## src/caie_defs.vh

```
// Constants shared by the instruction execution unit
`ifndef CAIE_DEFS_VH
`define CAIE_DEFS_VH
// ****************************************
// Prefix bytes
// ****************************************
`define CAIE_PFX_CB      8'hcb
`define CAIE_PFX_ED      8'hed
`define CAIE_PFX_IDX1    8'hdd
`define CAIE_PFX_IDX2    8'hfd
// ****************************************
// Opcodes
// ****************************************
`define CAIE_OP_DECADJ   8'h27
`define CAIE_OP_INVERT   8'h2f
`define CAIE_OP_CFLIP    8'h3f
`define CAIE_OP_CFORCE   8'h37
`define CAIE_OP_MASK     8'hf3
`define CAIE_OP_UNMASK   8'hfb
`define CAIE_OP_NEGATE   8'h44
`define CAIE_OP_STYLE0   8'h46
`define CAIE_OP_STYLE1   8'h56
`define CAIE_OP_STYLE2   8'h5e
`define CAIE_OP_DROTL    8'h6f
`define CAIE_OP_DROTR    8'h67
`define CAIE_OP_SUP      8'ha1
`define CAIE_OP_SUPR     8'hb1
`define CAIE_OP_SDN      8'ha9
`define CAIE_OP_SDNR     8'hb9
// ****************************************
// Field codes
// ****************************************
`define CAIE_ALU_ADD     3'h0
`define CAIE_ALU_ADC     3'h1
`define CAIE_ALU_SUB     3'h2
`define CAIE_ALU_SUBB    3'h3
`define CAIE_ALU_AND     3'h4
`define CAIE_ALU_XOR     3'h5
`define CAIE_ALU_OR      3'h6
`define CAIE_ALU_CMP     3'h7
`define CAIE_FLD_MEM     3'h6
`define CAIE_FLD_ACC     3'h7
`define CAIE_CB_ROT      2'h0
`define CAIE_CB_TEST     2'h1
`define CAIE_CB_CLR      2'h2
`define CAIE_SS_DEST     2'h2
`define CAIE_SS_STACK    2'h3
// ****************************************
// Register pair indices
// ****************************************
`define CAIE_PR_COUNT    3'h0
`define CAIE_PR_POINT    3'h2
`define CAIE_PR_STACK    3'h3
`define CAIE_PR_IDX1     3'h4
`define CAIE_PR_IDX2     3'h5
// ****************************************
// Clock-state counts (one clk per state)
// ****************************************
`define CAIE_T_SHORT     5'h04
`define CAIE_T_MEM       5'h07
`define CAIE_T_ED        5'h08
`define CAIE_T_CBREG     5'h08
`define CAIE_T_INCMEM    5'h0b
`define CAIE_T_ADD16     5'h0b
`define CAIE_T_TESTMEM   5'h0c
`define CAIE_T_CBMEM     5'h0f
`define CAIE_T_W16       5'h0f
`define CAIE_T_SLAST     5'h10
`define CAIE_T_DIGIT     5'h12
`define CAIE_T_IDXALU    5'h13
`define CAIE_T_IDXTEST   5'h14
`define CAIE_T_SLOOP     5'h15
`define CAIE_T_IDXMOD    5'h17
// ****************************************
// Reset values
// ****************************************
`define CAIE_ACC_RST     8'h00
`define CAIE_FLAG_RST    8'h00
`define CAIE_STYLE_RST   2'h0
`endif

```

## src/caie_placeholder_none.v

```verilog
// Spare design file; holds no module
`timescale 1ns/10ps

```

## src/caie_exec.v

```verilog
// Instruction execution unit: ALU, shifts, bits, search, CPU control
`timescale 1ns/10ps
`include "caie_defs.vh"
// ****************************************
// ****************************************
module caie_exec
(
	input  wire        clk,
	input  wire        reset,
	input  wire        clkEn,
	input  wire        instValid,
	input  wire [7:0]  instPrefix,
	input  wire        instCb,
	input  wire [7:0]  instOp,
	input  wire [7:0]  instData,
	input  wire        memValid,
	input  wire [7:0]  memData,
	input  wire        pairLoadEn,
	input  wire [2:0]  pairLoadSel,
	input  wire [15:0] pairLoadData,
	input  wire        accLoadEn,
	input  wire [7:0]  accLoadData,
	input  wire [7:0]  flagLoadData,
	output reg         busy_q,
	output reg         done_q,
	output reg         noSample_q,
	output reg  [7:0]  acc_q,
	output reg  [7:0]  flags_q,
	output reg         intLatch_q,
	output reg  [1:0]  intStyle_q,
	output reg         memRead_q,
	output reg  [15:0] memAddr_q,
	output reg         memWrEn_q,
	output reg  [7:0]  memWrData_q,
	output reg         regWeA_q,
	output reg  [2:0]  regWaA_q,
	output reg  [15:0] regWdA_q,
	output reg         regWeB_q,
	output reg  [2:0]  regWaB_q,
	output reg  [15:0] regWdB_q
);
	// ****************************************
	// States
	// ****************************************
	localparam S_IDLE = 5'h01;  // Waiting for an instruction
	localparam S_READ = 5'h02;  // Pair read issued
	localparam S_MEMRD = 5'h04; // Fetching byte at pointer pair
	localparam S_EXEC = 5'h08;  // Result computed and stored
	localparam S_WAIT = 5'h10;  // Counting out clock states

	reg [4:0]  state_q;   // One-hot state
	reg [7:0]  pre_q;     // Latched prefix
	reg        cb_q;      // Index form carries a CB byte
	reg [7:0]  op_q;      // Latched opcode
	reg [7:0]  dat_q;     // Immediate or memory operand
	reg [7:0]  md_q;      // Byte read at pointer pair
	reg [4:0]  cnt_q;     // Remaining wait cycles
	reg        again_q;   // Another search pass follows
	reg        nos_q;     // Suppress sampling at the end
	wire [15:0] rdA;      // Pair from read port A
	wire [15:0] rdB;      // Pair from read port B

	// ****************************************
	// Helper functions
	// ****************************************
	// Even number of ones gives one
	function par;
		input [7:0] x;
		par = ~^x;
	endfunction

	// 8-bit ALU: {flags, result}, bits 5 and 3 kept
	function [15:0] alu8;
		input [2:0] k;
		input [7:0] a;
		input [7:0] b;
		input [7:0] f;
		reg       sub;
		reg       ci;
		reg [7:0] bb;
		reg [8:0] s;
		reg [4:0] h;
		reg [7:0] r;
		reg       hc;
		reg       cc;
		reg       pv;
		begin
			sub = (k == `CAIE_ALU_SUB) | (k == `CAIE_ALU_SUBB) |
				(k == `CAIE_ALU_CMP);
			ci = ((k == `CAIE_ALU_ADC) | (k == `CAIE_ALU_SUBB)) & f[0];
			bb = sub ? ~b : b;
			s = {1'b0, a} + {1'b0, bb} + {8'h00, ci ^ sub};
			h = {1'b0, a[3:0]} + {1'b0, bb[3:0]} + {4'h0, ci ^ sub};
			hc = h[4] ^ sub;
			cc = s[8] ^ sub;
			pv = (a[7] == bb[7]) & (s[7] != a[7]);
			r = s[7:0];
			case (k)
				`CAIE_ALU_AND:
				begin
					r = a & b;
					hc = 1'b1;
					cc = 1'b0;
					pv = par(r);
				end
				`CAIE_ALU_XOR:
				begin
					r = a ^ b;
					hc = 1'b0;
					cc = 1'b0;
					pv = par(r);
				end
				`CAIE_ALU_OR:
				begin
					r = a | b;
					hc = 1'b0;
					cc = 1'b0;
					pv = par(r);
				end
				default:
					r = s[7:0];
			endcase
			alu8 = {r[7], r == 8'h00, f[5], hc, f[3], pv, sub, cc, r};
		end
	endfunction

	// Rotate or shift: {carry out, result}
	function [8:0] rot8;
		input [2:0] k;
		input [7:0] x;
		input       c;
		begin
			case (k)
				3'h0: rot8 = {x[7], x[6:0], x[7]};
				3'h1: rot8 = {x[0], x[0], x[7:1]};
				3'h2: rot8 = {x[7], x[6:0], c};
				3'h3: rot8 = {x[0], c, x[7:1]};
				3'h4: rot8 = {x[7], x[6:0], 1'b0};
				3'h5: rot8 = {x[0], x[7], x[7:1]};
				3'h6: rot8 = {x[7], x[6:0], 1'b1};
				default: rot8 = {x[0], 1'b0, x[7:1]};
			endcase
		end
	endfunction

	// Pick an 8-bit operand by register field
	function [7:0] sel8;
		input [2:0]  code;
		input [15:0] pair;
		input [7:0]  acc;
		input [7:0]  dat;
		begin
			case (code)
				`CAIE_FLD_MEM: sel8 = dat;
				`CAIE_FLD_ACC: sel8 = acc;
				default: sel8 = code[0] ? pair[7:0] : pair[15:8];
			endcase
		end
	endfunction

	// ****************************************
	// Decode of the latched instruction
	// ****************************************
	wire ed = pre_q == `CAIE_PFX_ED;
	wire idxm = (pre_q == `CAIE_PFX_IDX1) | (pre_q == `CAIE_PFX_IDX2);
	wire cbx = (pre_q == `CAIE_PFX_CB) | cb_q;
	wire plain = ~ed & ~cbx;
	wire [2:0] idx = (pre_q == `CAIE_PFX_IDX2) ? `CAIE_PR_IDX2 :
		`CAIE_PR_IDX1;
	wire isSrch = ed & ((op_q == `CAIE_OP_SUP) | (op_q == `CAIE_OP_SUPR) |
		(op_q == `CAIE_OP_SDN) | (op_q == `CAIE_OP_SDNR));
	wire isDig = ed & ((op_q == `CAIE_OP_DROTL) | (op_q == `CAIE_OP_DROTR));
	wire isW16 = ed & (op_q[7:6] == 2'h1) & (op_q[2:0] == 3'h2);
	wire isAdd16 = plain & (op_q[7:6] == 2'h0) & (op_q[3:0] == 4'h9);
	wire isIncDec = plain & (op_q[7:6] == 2'h0) & (op_q[2:1] == 2'h2);
	wire isAlu = plain & ((op_q[7:6] == 2'h2) |
		((op_q[7:6] == 2'h3) & (op_q[2:0] == `CAIE_FLD_MEM)));
	wire isRotA = plain & (op_q[7:5] == 3'h0) & (op_q[2:0] == 3'h7);
	wire isStyle = ed & ((op_q == `CAIE_OP_STYLE0) |
		(op_q == `CAIE_OP_STYLE1) | (op_q == `CAIE_OP_STYLE2));
	wire isIntOp = plain & ((op_q == `CAIE_OP_MASK) |
		(op_q == `CAIE_OP_UNMASK));
	wire needMem = isSrch | isDig;
	wire [2:0] src = isIncDec ? op_q[5:3] : op_q[2:0];
	wire memOp = src == `CAIE_FLD_MEM;

	// Read port A: destination or operand pair
	wire [2:0] raddrA = (isSrch | isDig | isW16) ? `CAIE_PR_POINT :
		isAdd16 ? (idxm ? idx : `CAIE_PR_POINT) : {1'b0, src[2:1]};
	// Read port B: count pair or 16-bit source
	wire [2:0] raddrB = isSrch ? `CAIE_PR_COUNT :
		(op_q[5:4] == `CAIE_SS_DEST) ? raddrA :
		(op_q[5:4] == `CAIE_SS_STACK) ? `CAIE_PR_STACK : {1'b0, op_q[5:4]};

	// ****************************************
	// Execution results
	// ****************************************
	reg [7:0]  m;      // 8-bit operand
	reg [7:0]  v;      // Modified operand
	reg        wrV;    // Write v back to its field
	reg [15:0] r;      // ALU output
	reg [8:0]  rotOut; // Rotate output
	reg [16:0] s17;    // 16-bit sum
	reg [15:0] cntDec; // Decremented count pair
	reg [7:0]  cor;    // Decimal correction
	reg [7:0]  nAcc;
	reg [7:0]  nF;
	reg        nInt;
	reg [1:0]  nStyle;
	reg        weA;
	reg [15:0] wdA;
	reg        weB;
	reg [15:0] wdB;
	reg        mWe;
	reg [7:0]  mWd;
	reg [4:0]  t;
	reg        rep;

	// Combinational datapath for the EXEC state
	always @*
	begin
		m = sel8(src, rdA, acc_q, dat_q);
		v = m;
		wrV = 1'b0;
		r = 16'h0000;
		rotOut = 9'h000;
		s17 = 17'h00000;
		cntDec = rdB - 16'h0001;
		cor = 8'h00;
		nAcc = acc_q;
		nF = flags_q;
		nInt = intLatch_q;
		nStyle = intStyle_q;
		weA = 1'b0;
		wdA = rdA;
		weB = 1'b0;
		wdB = cntDec;
		mWe = 1'b0;
		mWd = 8'h00;
		t = `CAIE_T_SHORT;
		rep = 1'b0;
		if (isSrch)
		begin
			// Compare, step pointer, count down
			r = alu8(`CAIE_ALU_CMP, acc_q, md_q, flags_q);
			nF = {r[15:11], cntDec != 16'h0000, 1'b1, flags_q[0]};
			weA = 1'b1;
			wdA = op_q[3] ? rdA - 16'h0001 : rdA + 16'h0001;
			weB = 1'b1;
			rep = op_q[4] & (cntDec != 16'h0000) & ~r[14];
			t = rep ? `CAIE_T_SLOOP : `CAIE_T_SLAST;
		end
		else if (isDig)
		begin
			// Digit swap through the pointer byte
			if (op_q == `CAIE_OP_DROTL)
			begin
				mWd = {md_q[3:0], acc_q[3:0]};
				nAcc = {acc_q[7:4], md_q[7:4]};
			end
			else
			begin
				mWd = {acc_q[3:0], md_q[7:4]};
				nAcc = {acc_q[7:4], md_q[3:0]};
			end
			mWe = 1'b1;
			nF = {nAcc[7], nAcc == 8'h00, flags_q[5], 1'b0, flags_q[3],
				par(nAcc), 1'b0, flags_q[0]};
			t = `CAIE_T_DIGIT;
		end
		else if (isW16)
		begin
			// 16-bit add with carry or subtract with borrow
			if (op_q[3])
				s17 = {1'b0, rdA} + {1'b0, rdB} + {16'h0000, flags_q[0]};
			else
				s17 = {1'b0, rdA} - {1'b0, rdB} - {16'h0000, flags_q[0]};
			nF = {s17[15], s17[15:0] == 16'h0000, flags_q[5:3],
				((rdA[15] == rdB[15]) == op_q[3]) & (s17[15] != rdA[15]),
				~op_q[3], s17[16]};
			weA = 1'b1;
			wdA = s17[15:0];
			t = `CAIE_T_W16;
		end
		else if (isAdd16)
		begin
			// 16-bit add into pointer or index pair
			s17 = {1'b0, rdA} + {1'b0, rdB};
			nF = {flags_q[7:2], 1'b0, s17[16]};
			weA = 1'b1;
			wdA = s17[15:0];
			t = idxm ? `CAIE_T_W16 : `CAIE_T_ADD16;
		end
		else if (cbx)
		begin
			// Prefixed rotate, test, clear, set
			t = idxm ? `CAIE_T_IDXMOD : memOp ? `CAIE_T_CBMEM : `CAIE_T_CBREG;
			case (op_q[7:6])
				`CAIE_CB_ROT:
				begin
					rotOut = rot8(op_q[5:3], m, flags_q[0]);
					v = rotOut[7:0];
					wrV = 1'b1;
					nF = {v[7], v == 8'h00, flags_q[5], 1'b0, flags_q[3],
						par(v), 1'b0, rotOut[8]};
				end
				`CAIE_CB_TEST:
				begin
					nF = {flags_q[7], ~m[op_q[5:3]], flags_q[5], 1'b1,
						flags_q[3:2], 1'b0, flags_q[0]};
					t = idxm ? `CAIE_T_IDXTEST :
						memOp ? `CAIE_T_TESTMEM : `CAIE_T_CBREG;
				end
				`CAIE_CB_CLR:
				begin
					v = m & ~(8'h01 << op_q[5:3]);
					wrV = 1'b1;
				end
				default:
				begin
					v = m | (8'h01 << op_q[5:3]);
					wrV = 1'b1;
				end
			endcase
		end
		else if (isAlu)
		begin
			r = alu8(op_q[5:3], acc_q, m, flags_q);
			nF = r[15:8];
			if (op_q[5:3] != `CAIE_ALU_CMP)
				nAcc = r[7:0];
			t = idxm ? `CAIE_T_IDXALU : memOp ? `CAIE_T_MEM : `CAIE_T_SHORT;
		end
		else if (isIncDec)
		begin
			// Low field 101 counts down, 100 up
			r = alu8(op_q[0] ? `CAIE_ALU_SUB : `CAIE_ALU_ADD, m, 8'h01,
				flags_q);
			v = r[7:0];
			wrV = 1'b1;
			nF = {r[15:9], flags_q[0]};
			t = idxm ? `CAIE_T_IDXMOD : memOp ? `CAIE_T_INCMEM : `CAIE_T_SHORT;
		end
		else if (isRotA)
		begin
			rotOut = rot8(op_q[5:3], acc_q, flags_q[0]);
			nAcc = rotOut[7:0];
			nF = {flags_q[7:5], 1'b0, flags_q[3:2], 1'b0, rotOut[8]};
		end
		else if (ed & (op_q == `CAIE_OP_NEGATE))
		begin
			r = alu8(`CAIE_ALU_SUB, 8'h00, acc_q, flags_q);
			nAcc = r[7:0];
			nF = r[15:8];
			t = `CAIE_T_ED;
		end
		else if (isStyle)
		begin
			nStyle = op_q[4] ? (op_q[3] ? 2'h2 : 2'h1) : 2'h0;
			t = `CAIE_T_ED;
		end
		else if (plain)
		begin
			case (op_q)
				`CAIE_OP_DECADJ:
				begin
					// Correction per nibble, then add or subtract
					cor = {(flags_q[0] | (acc_q > 8'h99)) ? 4'h6 : 4'h0,
						(flags_q[4] | (acc_q[3:0] > 4'h9)) ? 4'h6 : 4'h0};
					nAcc = flags_q[1] ? acc_q - cor : acc_q + cor;
					nF = {nAcc[7], nAcc == 8'h00, flags_q[5],
						flags_q[1] ? (flags_q[4] & (acc_q[3:0] < 4'h6)) :
						(acc_q[3:0] > 4'h9), flags_q[3], par(nAcc),
						flags_q[1], flags_q[0] | (acc_q > 8'h99)};
				end
				`CAIE_OP_INVERT:
				begin
					nAcc = ~acc_q;
					nF = {flags_q[7:5], 1'b1, flags_q[3:2], 1'b1,
						flags_q[0]};
				end
				`CAIE_OP_CFLIP:
					nF = {flags_q[7:5], flags_q[0], flags_q[3:2], 1'b0,
						~flags_q[0]};
				`CAIE_OP_CFORCE:
					nF = {flags_q[7:5], 1'b0, flags_q[3:2], 2'h1};
				`CAIE_OP_MASK:
					nInt = 1'b0;
				`CAIE_OP_UNMASK:
					nInt = 1'b1;
				default:
					nInt = intLatch_q;
			endcase
		end
		// Store a modified byte where it came from
		if (wrV)
		begin
			if (src == `CAIE_FLD_ACC)
				nAcc = v;
			else if (memOp)
			begin
				mWe = 1'b1;
				mWd = v;
			end
			else
			begin
				weA = 1'b1;
				wdA = src[0] ? {rdA[15:8], v} : {v, rdA[7:0]};
			end
		end
	end

	// ****************************************
	// Sequencer
	// ****************************************
	always @(posedge clk)
	begin
		if (reset)
		begin
			state_q <= S_IDLE;
			pre_q <= 8'h00;
			cb_q <= 1'b0;
			op_q <= 8'h00;
			dat_q <= 8'h00;
			md_q <= 8'h00;
			cnt_q <= 5'h00;
			again_q <= 1'b0;
			nos_q <= 1'b0;
			busy_q <= 1'b0;
			done_q <= 1'b0;
			noSample_q <= 1'b0;
			acc_q <= `CAIE_ACC_RST;
			flags_q <= `CAIE_FLAG_RST;
			intLatch_q <= 1'b0;
			intStyle_q <= `CAIE_STYLE_RST;
			memRead_q <= 1'b0;
			memAddr_q <= 16'h0000;
			memWrEn_q <= 1'b0;
			memWrData_q <= 8'h00;
			regWeA_q <= 1'b0;
			regWaA_q <= 3'h0;
			regWdA_q <= 16'h0000;
			regWeB_q <= 1'b0;
			regWaB_q <= 3'h0;
			regWdB_q <= 16'h0000;
		end
		else if (clkEn)
		begin
			// Pulses default low
			done_q <= 1'b0;
			noSample_q <= 1'b0;
			memWrEn_q <= 1'b0;
			regWeA_q <= 1'b0;
			regWeB_q <= 1'b0;
			case (state_q)
				S_IDLE:
				begin
					if (instValid)
					begin
						// Accept an instruction
						pre_q <= instPrefix;
						cb_q <= instCb;
						op_q <= instOp;
						dat_q <= instData;
						busy_q <= 1'b1;
						state_q <= S_READ;
					end
					else
					begin
						// Preload from the surrounding core
						regWeA_q <= pairLoadEn;
						regWaA_q <= pairLoadSel;
						regWdA_q <= pairLoadData;
						if (accLoadEn)
						begin
							acc_q <= accLoadData;
							flags_q <= flagLoadData;
						end
					end
				end
				S_READ:
					state_q <= needMem ? S_MEMRD : S_EXEC;
				S_MEMRD:
				begin
					// Request the byte at the pointer pair
					if (~memRead_q)
					begin
						memRead_q <= 1'b1;
						memAddr_q <= rdA;
					end
					else if (memValid)
					begin
						memRead_q <= 1'b0;
						md_q <= memData;
						state_q <= S_EXEC;
					end
				end
				S_EXEC:
				begin
					acc_q <= nAcc;
					flags_q <= nF;
					intLatch_q <= nInt;
					intStyle_q <= nStyle;
					regWeA_q <= weA;
					regWaA_q <= raddrA;
					regWdA_q <= wdA;
					regWeB_q <= weB;
					regWaB_q <= raddrB;
					regWdB_q <= wdB;
					memWrEn_q <= mWe;
					memWrData_q <= mWd;
					cnt_q <= t - 5'h02;
					again_q <= rep;
					nos_q <= isIntOp;
					state_q <= S_WAIT;
				end
				S_WAIT:
				begin
					// Finish, or start the next search pass, after the clock-state count
					if (cnt_q == 5'h00)
					begin
						if (again_q)
							state_q <= S_READ;
						else
						begin
							done_q <= 1'b1;
							busy_q <= 1'b0;
							noSample_q <= nos_q;
							state_q <= S_IDLE;
						end
					end
					else
						cnt_q <= cnt_q - 5'h01;
				end
				default:
					state_q <= S_IDLE;
			endcase
		end
	end

	// ****************************************
	// Register pairs
	// ****************************************
	caie_regmem uRegs
	(
		.clk       (clk),
		.reset     (reset),
		.clkEn     (clkEn),
		.rdAddrA   (raddrA),
		.rdAddrB   (raddrB),
		.wrEnA     (regWeA_q),
		.wrAddrA   (regWaA_q),
		.wrDataA   (regWdA_q),
		.wrEnB     (regWeB_q),
		.wrAddrB   (regWaB_q),
		.wrDataB   (regWdB_q),
		.rdDataA_q (rdA),
		.rdDataB_q (rdB)
	);
endmodule

```

## src/caie_regmem.v

```verilog
// Register pair memory with two registered read and two write ports
`timescale 1ns/10ps
module caie_regmem
(
	input  wire        clk,
	input  wire        reset,
	input  wire        clkEn,
	input  wire [2:0]  rdAddrA,
	input  wire [2:0]  rdAddrB,
	input  wire        wrEnA,
	input  wire [2:0]  wrAddrA,
	input  wire [15:0] wrDataA,
	input  wire        wrEnB,
	input  wire [2:0]  wrAddrB,
	input  wire [15:0] wrDataB,
	output reg  [15:0] rdDataA_q,
	output reg  [15:0] rdDataB_q
);
	// ****************************************
	// Storage
	// ****************************************
	reg [15:0] mem [0:7];   // Pair contents, no reset

	// Writes; port B wins a same-address clash
	always @(posedge clk)
	begin
		if (clkEn)
		begin
			if (wrEnA)
				mem[wrAddrA] <= wrDataA;
			if (wrEnB)
				mem[wrAddrB] <= wrDataB;
		end
	end

	// Registered reads
	always @(posedge clk)
	begin
		if (reset)
		begin
			rdDataA_q <= 16'h0000;
			rdDataB_q <= 16'h0000;
		end
		else if (clkEn)
		begin
			rdDataA_q <= mem[rdAddrA];
			rdDataB_q <= mem[rdAddrB];
		end
	end
endmodule
```

## config.mk

```make
export PLATFORM = sky130hd
export DESIGN_NAME = caie_exec
export DESIGN_NICKNAME = d
export VERILOG_FILES = /design/src/caie_placeholder_none.v /design/src/caie_exec.v /design/src/caie_regmem.v
export VERILOG_INCLUDE_DIRS = /design/src
export SDC_FILE = /design/constraint.sdc
export NUM_CORES = 1
export LEC_CHECK = 0
export BUFFER_PORTS_ARGS = -buffer_cell sky130_fd_sc_hd__buf_2
export CAP_MARGIN = 20
export CORE_MARGIN = 3
export CORE_UTILIZATION = 25
export CTS_BUF_LIST = sky130_fd_sc_hd__clkbuf_8
export DETAILED_ROUTE_END_ITERATION = 6
export SLEW_MARGIN = 5
export SYNTH_ARGS = -nofsm -noshare
export SYNTH_HDL_FRONTEND = slang
export SYNTH_SLANG_ARGS = --single-unit
```

## constraint.sdc

```tcl
create_clock -name clk -period 7.9 [get_ports clk]
set_input_delay 1.185 -clock clk [delete_from_list [all_inputs] [get_ports clk]]
set_output_delay 1.185 -clock clk [all_outputs]
set_load 0.01 [all_outputs]
```

After elaboration in Yosys (flattened, before gate mapping). Memory sizes are Yosys's and may differ from the RTL's. A register that Yosys moved wholly into a read port is not among the register bits. Index checks and enable logic that the tools add are counted.

Multiplexer cells: 202. Reduce and logical (&&, ||, !) cells: 47. Eq/ne operators: 98. Bitwise logic cells: 81. Order comparisons: 4. Add/subtract/negate cells: 25. Shifts and indexed selects: 1.

Operators with widths (number): $mux W8 (71); $mux W16 (10); $pmux W9 S7 (2); $mux W5 (17); $eq A8 B8 Y1 const B (10); $pmux W8 S2 (5); $pmux W8 S3 (3); $reduce_xnor A8 Y1 (9); $mux W17 (4); $ne A9 B9 Y1 const B (7); $logic_not A8 Y1 (7); $mux W9 (6); $eq A8 B7 Y1 const B (6); $mux W1 (46); $ne A8 B8 Y1 const B (5); $mux W3 (13); $ne A11 B11 Y1 const B (3); $eq A8 B6 Y1 const B (4); $not A8 Y8 (4); $pmux W16 S2 (1); $pmux W8 S4 (1); $sub A16 B1 Y16 const B (2); $reduce_and A14 Y1 (2); $reduce_and A13 Y1 (2); 78 further kinds (218).

Output and inout port bits: 88. Input port bits: 75. Register bits: 133. Memories kept: 1. Memory bits (writable): 128.

Memory list: uRegs.mem (words 8, width 16, read ports 2, clocked after Yosys merged registers in 2, wr ports 2, line caie_regmem.v:22) `reg [15:0] mem [0:7];`.

Longest topological paths before layout. Gate-level depths: netlist of the first run.

Depth after elaboration: 31. Depth in mapped cells: 25.

Hierarchy. From an unflattened synthesis of the first run, not the netlist that was laid out.

Cells, all modules: 2740. Area, all modules: 23959.2 µm².

By module, submodules not included: caie_exec (cells each 2114, area an instance 15092.0 µm², sequential area each 2662.6 µm², instances 1); caie_regmem (cells each 626, area an instance 8867.3 µm², sequential area each 4484.3 µm², instances 1).

Worst setup path after synthesis of the first run. No wires, ideal clock.

Kind: register to register. Start: register pre_q[1]. End: register flags_q[0]. Required time: 7.812 ns. Path buffers: 1. Arrival: 4.951 ns. Slack: 2.861 ns. Clock period less this slack: 5.039 ns. Stages on the path, launching flop included: 21. Cell sequence: dfxtp_1 -> or3b_4 -> a211oi_4 -> or4_1 -> buf_4 -> mux2i_4 -> mux2i_2 -> xnor2_1 -> fa_1 -> fa_1 -> a211oi_1 -> o21bai_1 -> a21oi_1 -> a21oi_1 -> xnor2_1 -> and3_1 -> o21ai_0 -> o211ai_1 -> o2111ai_1 -> a311o_1 -> a311oi_2.

Cells in the longest elaborated chain, start to end: 23. Elaborated cells on any way between the ends: 57. Those cells by class: 2 x add/sub; 13 x eq/ne; 23 x mux; 18 x bitwise; 1 x reduce/logical.

Ends and longest elaborated chain: from (decl) (line caie_exec.v:52) `reg [7:0] pre_q;`; from (signal assigned) (line caie_exec.v:461) `pre_q <= instPrefix;`; branches (longest 23 deep; another with $add A8 B8 Y9); to (signal assigned) (line caie_exec.v:433) `` flags_q <= `CAIE_FLAG_RST; ``; to (signal assigned) (line caie_exec.v:477) `flags_q <= flagLoadData;`; to (signal assigned) (line caie_exec.v:501) `flags_q <= nF;`; to (decl) (line caie_exec.v:28) `output reg [7:0] flags_q,`.

Several ways; the timed one is not identified. The select of a mux whose other input is x is not followed. A chain may end at the register's enable or synchronous reset.

Worst setup path in the final report of the first run.
Start: register op_q[6]. End: register flags_q[0].

Cells in the longest elaborated chain, start to end: 20. Elaborated cells on any way between the ends: 81. Those cells by class: 2 x add/sub; 28 x eq/ne; 26 x mux; 22 x bitwise; 3 x reduce/logical.

Ends and longest elaborated chain: from (decl) (line caie_exec.v:54) `reg [7:0] op_q;`; from (signal assigned) (line caie_exec.v:463) `op_q <= instOp;`; branches (longest 20 deep; another with $add A8 B8 Y9).

Several ways; the timed one is not identified. The select of a mux whose other input is x is not followed.

==> results.json, run 1 <==
{
  "number_of_instances_in_the_synthesized_netlist": 2599,
  "placed_area_mm2": 0.0238,
  "portBuffers": 162,
  "synth_async_sr_flop_share_pct": 0,
  "synthesis.yosys.warnings": 0,
  "finalNonFillerCells": 3889,
  "totalPowerFinal_uw": 4220,
  "grt_pass1_vias": 20500,
  "antenna_found_initial": 5,
  "cts_tree": "yes",
  "post_cts_resized": 0,
  "finalCritPeriodShare_pct": 75.3,
  "pre_cts_slack_ns": 2.04,
  "startpoint_type": "flop",
  "power.ir.vdd_worst_v": 0.000107,
  "total_leakage_power_uw": 0.00948,
  "route.detailed.wl_per_inst_um": 24.2,
  "failed_checks": "design-rule violations",
  "share_of_layout_cells_above_drive_strength_1_pct": 17.9,
  "cap_violations": 0,
  "via_count": 21800,
  "die_width_um": 300,
  "grt_start_max_net_pins": 65,
  "hold_viol_final": 0,
  "clkSlewWorstSetupHoldPaths_ns": 0.06,
  "end_kind": "flop",
  "cts_hold_buf": 0,
  "cts_post_setup_buffers_inserted": 0,
  "postLayoutSetupSlackWorst_ns": 1.95,
  "seq_cells_post_synth": 261,
  "synth_area_per_cell_um2": 8.30,
  "drtPass1Iterations": 7,
  "routed_wire_length_um": 94200,
  "remaining_overflow_grt": 0,
  "synth_area_leader_cell": "dfxtp_1",
  "hold_crit_class": "flop to flop",
  "arrival_ns": 6.47,
  "final_cell_area_mm2": 0.0247,
  "cts-buffers-inserted": 43,
  "antenna_violating_nets_post_route": 0,
  "fp-row-count": 107,
  "report.final.setup_viol": 0,
  "critPathRequiredTime_ns": 8.42,
  "synthesis.nets": 2815,
  "io_pins": 163,
  "clk-insertion-delay-late_ns": 0.62,
  "worst_margin_slew_ns": 1.08,
  "syn_to_final_growth_pct": 14.6,
  "clock_tree.root_cell": "clkbuf_8",
  "final_estimated_routing_congestion_in_global_placement": 0.999,
  "gr-usage-all-layers_pct": 20.1,
  "dieArea_mm2": 0.0898,
  "synth_largest_type_area_fraction_pct": 15.3,
  "vias_per_cell": 5.60,
  "floorplan.die.height_um": 300,
  "detailed_place_hpwl_um": 69100,
  "clk_path_buf_depth": 3,
  "max_freq_mhz": 168,
  "synth-seq-area-share_pct": 28.7,
  "path_class": "flop to flop",
  "finalCriticalPeriod_ns": 5.95,
  "critPathMaxFanout": 20,
  "remaining_design_rule_violation_count": 9,
  "netlist_top_cells_area": "dfxtp_1, edfxtp_1, ha_1",
  "ys_types": 105,
  "cell_count_after_placement": 3807,
  "rsz0062_at_grt": "no",
  "start_util_pct": 25.3,
  "grt_first_pass_wirelength_um": 138000,
  "htree_num_levels": 2,
  "run_status": "complete, but fails checks",
  "post_synth_instance_area_mm2": 0.0216,
  "synth_edf_count": 96,
  "timing.setup.tns_ns": 0,
  "synthFlopType": "dfxtp_1",
  "clock_skew_ns": 0.0381,
  "final-max-slew-violation-count": 0,
  "cts.sinks": 261,
  "p_per_area_mw_per_mm2": 171,
  "max-slew-margin-rel_pct": 27.6,
  "final_nets": 2924,
  "core_area_mm2": 0.0853,
  "detail_route.iter0.violations": 2514
}
-- stage by stage --
stage	utilization (%)	hold WS, ns
floorplan	-	0.436
global placement	27.9	0.443
detailed placement	27.9	0.448
CTS	29.0	0.456
global route	29.0	0.472
finish	29.0	0.452
-- placed cells by master, fill, tap and decap left out, drive strengths merged, types with 32 or more instances in the layout --
cell and n:
nor2 274, nand2 241, buf 240, a21oi 213, dfxtp 165, o21ai 143
ha 134, inv 116, nor3 104, mux2 99, edfxtp 96, xnor2 86
mux2i 77, a211oi 53, clkbuf 52, nand3 44, xor2 40, o22ai 35
o211ai 32
-- synthesized netlist by cell type (7+ instances only) --
cell,number
nor3_1,104
o31ai_1,15
o21bai_1,14
a211oi_1,49
mux4_2,18
nand4_1,12
o2111ai_1,8
nor2_1,273
nor4_1,20
nand3_1,44
a22oi_1,10
o21a_1,15
o311ai_0,10
a221o_1,21
fa_1,7
mux2i_1,69
or3_1,16
or4_1,13
o21ai_0,137
xor2_1,40
a31oi_1,27
nor2b_1,17
nand2_1,241
o211ai_1,31
and2_1,14
edfxtp_1,96
o221ai_1,18
ha_1,134
dfxtp_1,165
a221oi_1,20
o22ai_1,35
inv_1,101
and3_1,24
mux2_2,98
a21oi_1,212
a21o_1,12
a2111oi_0,10
xnor2_1,85
buf_2,9
nand2b_1,25
buf_1,10
nand3b_1,11
o22a_1,11
clkbuf_1,153
-- layout make-up --
cell class | count | area (um^2)
fillers | 9244 | 60600
multi-input cells | 2056 | 14300
flip-flops and latches | 261 | 6190
well taps | 1144 | 1430
repair buffers | 240 | 1400
clock buffers | 52 | 716
inverters | 106 | 398
clock inverters | 28 | 226
diodes | 2 | 5.00
-- report_power, final --
part / switching, uW / leakage, uW / internal [uW]
registers: 81.2 / 0.00220 / 1430
clock network: 619 / 0.000525 / 709
logic: 846 / 0.00675 / 529
total: 1550 / 0.00948 / 2670
-- worst max-delay path: stages (launching register included) --
cell and delay, ns:
dfxtp_1 0.50, or2_2 0.52, or4_1 0.51, buf_4 0.24, mux2i_4 0.58, mux2i_2 0.28
buf_4 0.25, xnor2_1 0.11, fa_1 0.44, fa_1 0.45, a211oi_1 0.29, o21bai_1 0.10
a21oi_1 0.23, a21oi_1 0.12, xnor2_1 0.14, and3_1 0.18, o21ai_0 0.07, o211ai_1 0.14
o2111ai_1 0.15, a311o_1 0.36, a311oi_2 0.18
-- worst paths after layout --
kind / start / end / slack, ns / cells past startpoint
setup / recovery: op_q[6] / flags_q[0] / 1.95 / 20
hold / removal: memAddr_q[15] / memAddr_q[15] / 0.45 / 2
setup reg to reg: op_q[6] / flags_q[0] / 1.95 / 20
hold reg to reg: memAddr_q[15] / memAddr_q[15] / 0.45 / 2
-- registers in the layout, indices dropped and copies added, names as in the netlist, 5 cells and up --
name / count
dat_q: 8
flags_q: 8
regWdB_q: 16
pre_q: 8
md_q: 8
uRegs.rdDataB_q: 16
memWrData_q: 8
acc_q: 8
memAddr_q: 16
uRegs.mem: 96
cnt_q: 5
op_q: 8
state_q: 5
regWdA_q: 16
uRegs.rdDataA_q: 16
-- metal layers --
layer / vias up / global-route usage [%] / share of wire [%]
met4: 0 / 8.91 / 4.8
met3: 243 / 3.53 / 8.9
met5: - / 0 / 0
li1: 9866 / - / -
met1: 10500 / 27.3 / 43
met2: 1187 / 31.2 / 43
-- cells by family after synthesis --
logic type / share of synthesized area [%]
buffers and inverters: 5.07
xor gates and xnor gates: 5.26
DFF: 28.7
adders and majority gates: 8.43
AOI/OAI and AO/OA: 23.1
muxes: 11.0
and+or+nand+nor: 18.5
Power figures use the tool's default switching activity.
==> inputs of run 2 (changes only) <==
--- a/config.mk
+++ b/config.mk
@@ -6,6 +6,7 @@
 export SDC_FILE = /design/constraint.sdc
 export NUM_CORES = 1
 export LEC_CHECK = 0
+export ABC_AREA = 1
 export BUFFER_PORTS_ARGS = -buffer_cell sky130_fd_sc_hd__buf_2
 export CAP_MARGIN = 20
 export CORE_MARGIN = 3
==> constraint.sdc (replaced) <==
create_clock -name clk -period 5.5 [get_ports clk]
set_input_delay 0.825 -clock clk [delete_from_list [all_inputs] [get_ports clk]]
set_output_delay 0.825 -clock clk [all_outputs]
set_load 0.01 [all_outputs]
==> run 2 against run 1 <==
The run now ends clean. First-iteration DRC count grew 19%. Wire length grew 4.5%. Utilization shrank 0.072 points. Sequential share of layout area shrank 0.42 points. Clock-buffer cell count grew 3. Clock power grew 45%. Sequential cell count is the same. Critical endpoint is now flags_q[6]. Largest cell class unchanged. Highest routed layer is now met5.
==> results.json, run 2 <==
{
  "core_area_mm2": 0.0869,
  "netlist_top_cells_area": "dfxtp_1, edfxtp_1, nand2_1",
  "antenna_violating_nets_post_route": 0,
  "max_freq_mhz": 198,
  "detailed_place_hpwl_um": 74800,
  "synth-simple-area-share_pct": 24.7,
  "portBuffers": 162,
  "number_of_instances_in_the_synthesized_netlist": 3292,
  "remaining_design_rule_violation_count": 0,
  "postLayoutSetupSlackWorst_ns": 0.442,
  "largest_register_ffs": 96,
  "finalCritPeriodShare_pct": 92.0,
  "area_fraction_in_compound_gates_after_synthesis_pct": 24.9,
  "layout_commonest_cell": "nand2_1",
  "hold_viol_final": 0,
  "cts_hold_buf": 0,
  "startpoint_type": "flop",
  "yosys.area_share.xor_xnor_pct": 3.35,
  "run_status": "complete, no violations",
  "antenna_found_initial": 4,
  "combinational_family_with_the_most_area_after_synthesis": "compound AO/OA/AOI/OAI gates",
  "grt_pass1_vias": 22200,
  "start_util_pct": 25.3,
  "synth_async_sr_flop_share_pct": 0,
  "io_pins": 163,
  "hold_crit_class": "input pin to flop",
  "crit_path_start": "pre_q[4]",
  "fp-row-count": 108,
  "gr-usage-all-layers_pct": 20.7,
  "remaining_overflow_grt": 0,
  "final_nets": 3630,
  "cap_violations": 0,
  "routed_wire_length_um": 98400,
  "end_kind": "flop",
  "floorplan.die.height_um": 302,
  "post_synth_most_frequent_cells": "nand2_1, o21ai_0, a21oi_1",
  "synth_area_leader_cell": "dfxtp_1",
  "clkSlewWorstSetupHoldPaths_ns": 0.07,
  "post_synth_instance_area_mm2": 0.0219,
  "clock_tree.root_cell": "clkbuf_8",
  "grt_first_pass_wirelength_um": 143000,
  "final-max-slew-violation-count": 0,
  "clk-insertion-delay-late_ns": 0.66,
  "timing.critical_path.slowest_cell_delay_ns": 0.45,
  "clock_skew_ns": 0.0328,
  "cts.sinks": 261,
  "ys_types": 63,
  "vias_per_cell": 5.30,
  "path_class": "flop to flop",
  "post_cts_resized": 0,
  "fillers": 9626,
  "crit-reg2reg-launch": "pre_q[4]",
  "share_of_layout_cells_above_drive_strength_1_pct": 11.4,
  "synthFlopType": "dfxtp_1",
  "syn_to_final_growth_pct": 14.4,
  "critPathMaxFanout": 11,
  "report.final.setup_viol": 0,
  "rsz0062_at_grt": "no",
  "cts-buffers-inserted": 49,
  "finalCriticalPeriod_ns": 5.06,
  "total_leakage_power_uw": 0.0110,
  "synth_largest_type_area_fraction_pct": 15.1,
  "critical_path.most_common_cell": "nand2_1",
  "hold_path.startpoint": "instData[6]",
  "pre_cts_slack_ns": 0.514,
  "yosys.cell_count.top_type": "nand2_1",
  "timing.setup.tns_ns": 0,
  "synth_fa_ha_area_share_pct": 8.28,
  "top_register": "uRegs.mem",
  "route.detailed.wl_per_inst_um": 21.3,
  "seq_cells_post_synth": 261,
  "synthesis.nets": 3508,
  "die_width_um": 302,
  "power.ir.vdd_worst_v": 0.000171,
  "synth-seq-area-share_pct": 28.2,
  "worst_path_max_delay_cell": "fa_1",
  "synthesis.yosys.warnings": 0,
  "most_frequent_cells_in_the_layout": "nand2_1, o21ai_0, inv_1",
  "p_per_area_mw_per_mm2": 295,
  "synth_edf_count": 96,
  "worst_margin_slew_ns": 1.11,
  "drtPass1Iterations": 6,
  "cts_tree": "yes",
  "via_count": 24500,
  "clk_path_buf_depth": 3,
  "htree_num_levels": 2,
  "synth_area_per_cell_um2": 6.67,
  "synthMuxAreaShare_pct": 0.821,
  "cts_post_setup_buffers_inserted": 0,
  "dieArea_mm2": 0.0914,
  "detail_route.iter0.violations": 2987,
  "arrival_ns": 5.63,
  "grt_start_max_net_pins": 86,
  "critPathRequiredTime_ns": 6.07,
  "final_estimated_routing_congestion_in_global_placement": 1.01,
  "max-slew-margin-rel_pct": 26.2
}
==> run 2: changes by cell type in the layout (fill, tap and decap cells not counted), sizes merged, moves of 43 or more <==
cell    delta
mux2i     -77
nand2    +415
mux2      -83
inv      +273
nand3    +122
xnor2     -52
nor3      -74
a21oi    +141
a211oi    -49
nand4     +43
o21ai    +330
==> run 2: report_power, final <==
| group | internal, uW | switching (uW) | total (uW) |
|---|---|---|---|
| combinational | 1100 | 2120 | 3220 |
| sequential | 2110 | 157 | 2270 |
| clock | 977 | 949 | 1930 |
==> run 2: path summary, 6_finish.rpt <==
kind | slack, ns | cells after the start | end
min reg2reg | 0.44 | 2 | flags_q[3]
max | 0.44 | 32 | flags_q[6]
max reg2reg | 0.44 | 32 | flags_q[6]
min | 0.42 | 3 | dat_q[6]
==> run 2: layout make-up <==
cell class,instances,area (um^2),area share [%]
Tap cell,1155,1450,5.75
Timing Repair Buffer,238,1410,5.60
Sequential cell,261,6190,24.6
Clock inverter,37,209,0.832
Multi-Input combinational cell,2482,13700,54.4
Antenna cell,2,5.00,0.0199
Inverter,382,1440,5.72
Clock buffer,55,757,3.01
==> run 2: logic make-up after synthesis <==
kind of cell,Yosys count
AOI/OAI and AO/OA,1004
adders and majority gates,141
and+or+nand+nor,1237
xor gates and xnor gates,84
buffers and inverters,549
muxes,16
DFF,261
==> run 2: routing by layer <==
layer | part of all wire (%) | global-route usage (%) | routed length (um)
met3 | 11 | 4.14 | 10700
met1 | 44 | 29.5 | 42900
met5 | 0.015 | 0 | 15
met4 | 3.9 | 7.75 | 3870
met2 | 42 | 30.7 | 41000
==> run 2: metrics by stage <==
stage               util, %  instances  total power (uW)  cell area, um^2  hold slack, ns
floorplan                 -       3292              4450            21900           0.453
global placement       27.8       4518              5400            24100           0.432
detailed placement     27.8       4518              5410            24100           0.439
CTS                    28.9       4610              7360            25100           0.394
global route           28.9       4612              7850            25100           0.424
finish                 28.9       4612              7410            25100           0.422
==> run 2: critical path: cells and delay by family, from the launching register on <==
family,cells,cell delay (ns)
flops,1,0.40
simple gates,23,2.68
buf+inv,2,0.15
compound gates,4,0.63
fa+ha+maj,2,0.88
xor+xnor,1,0.25
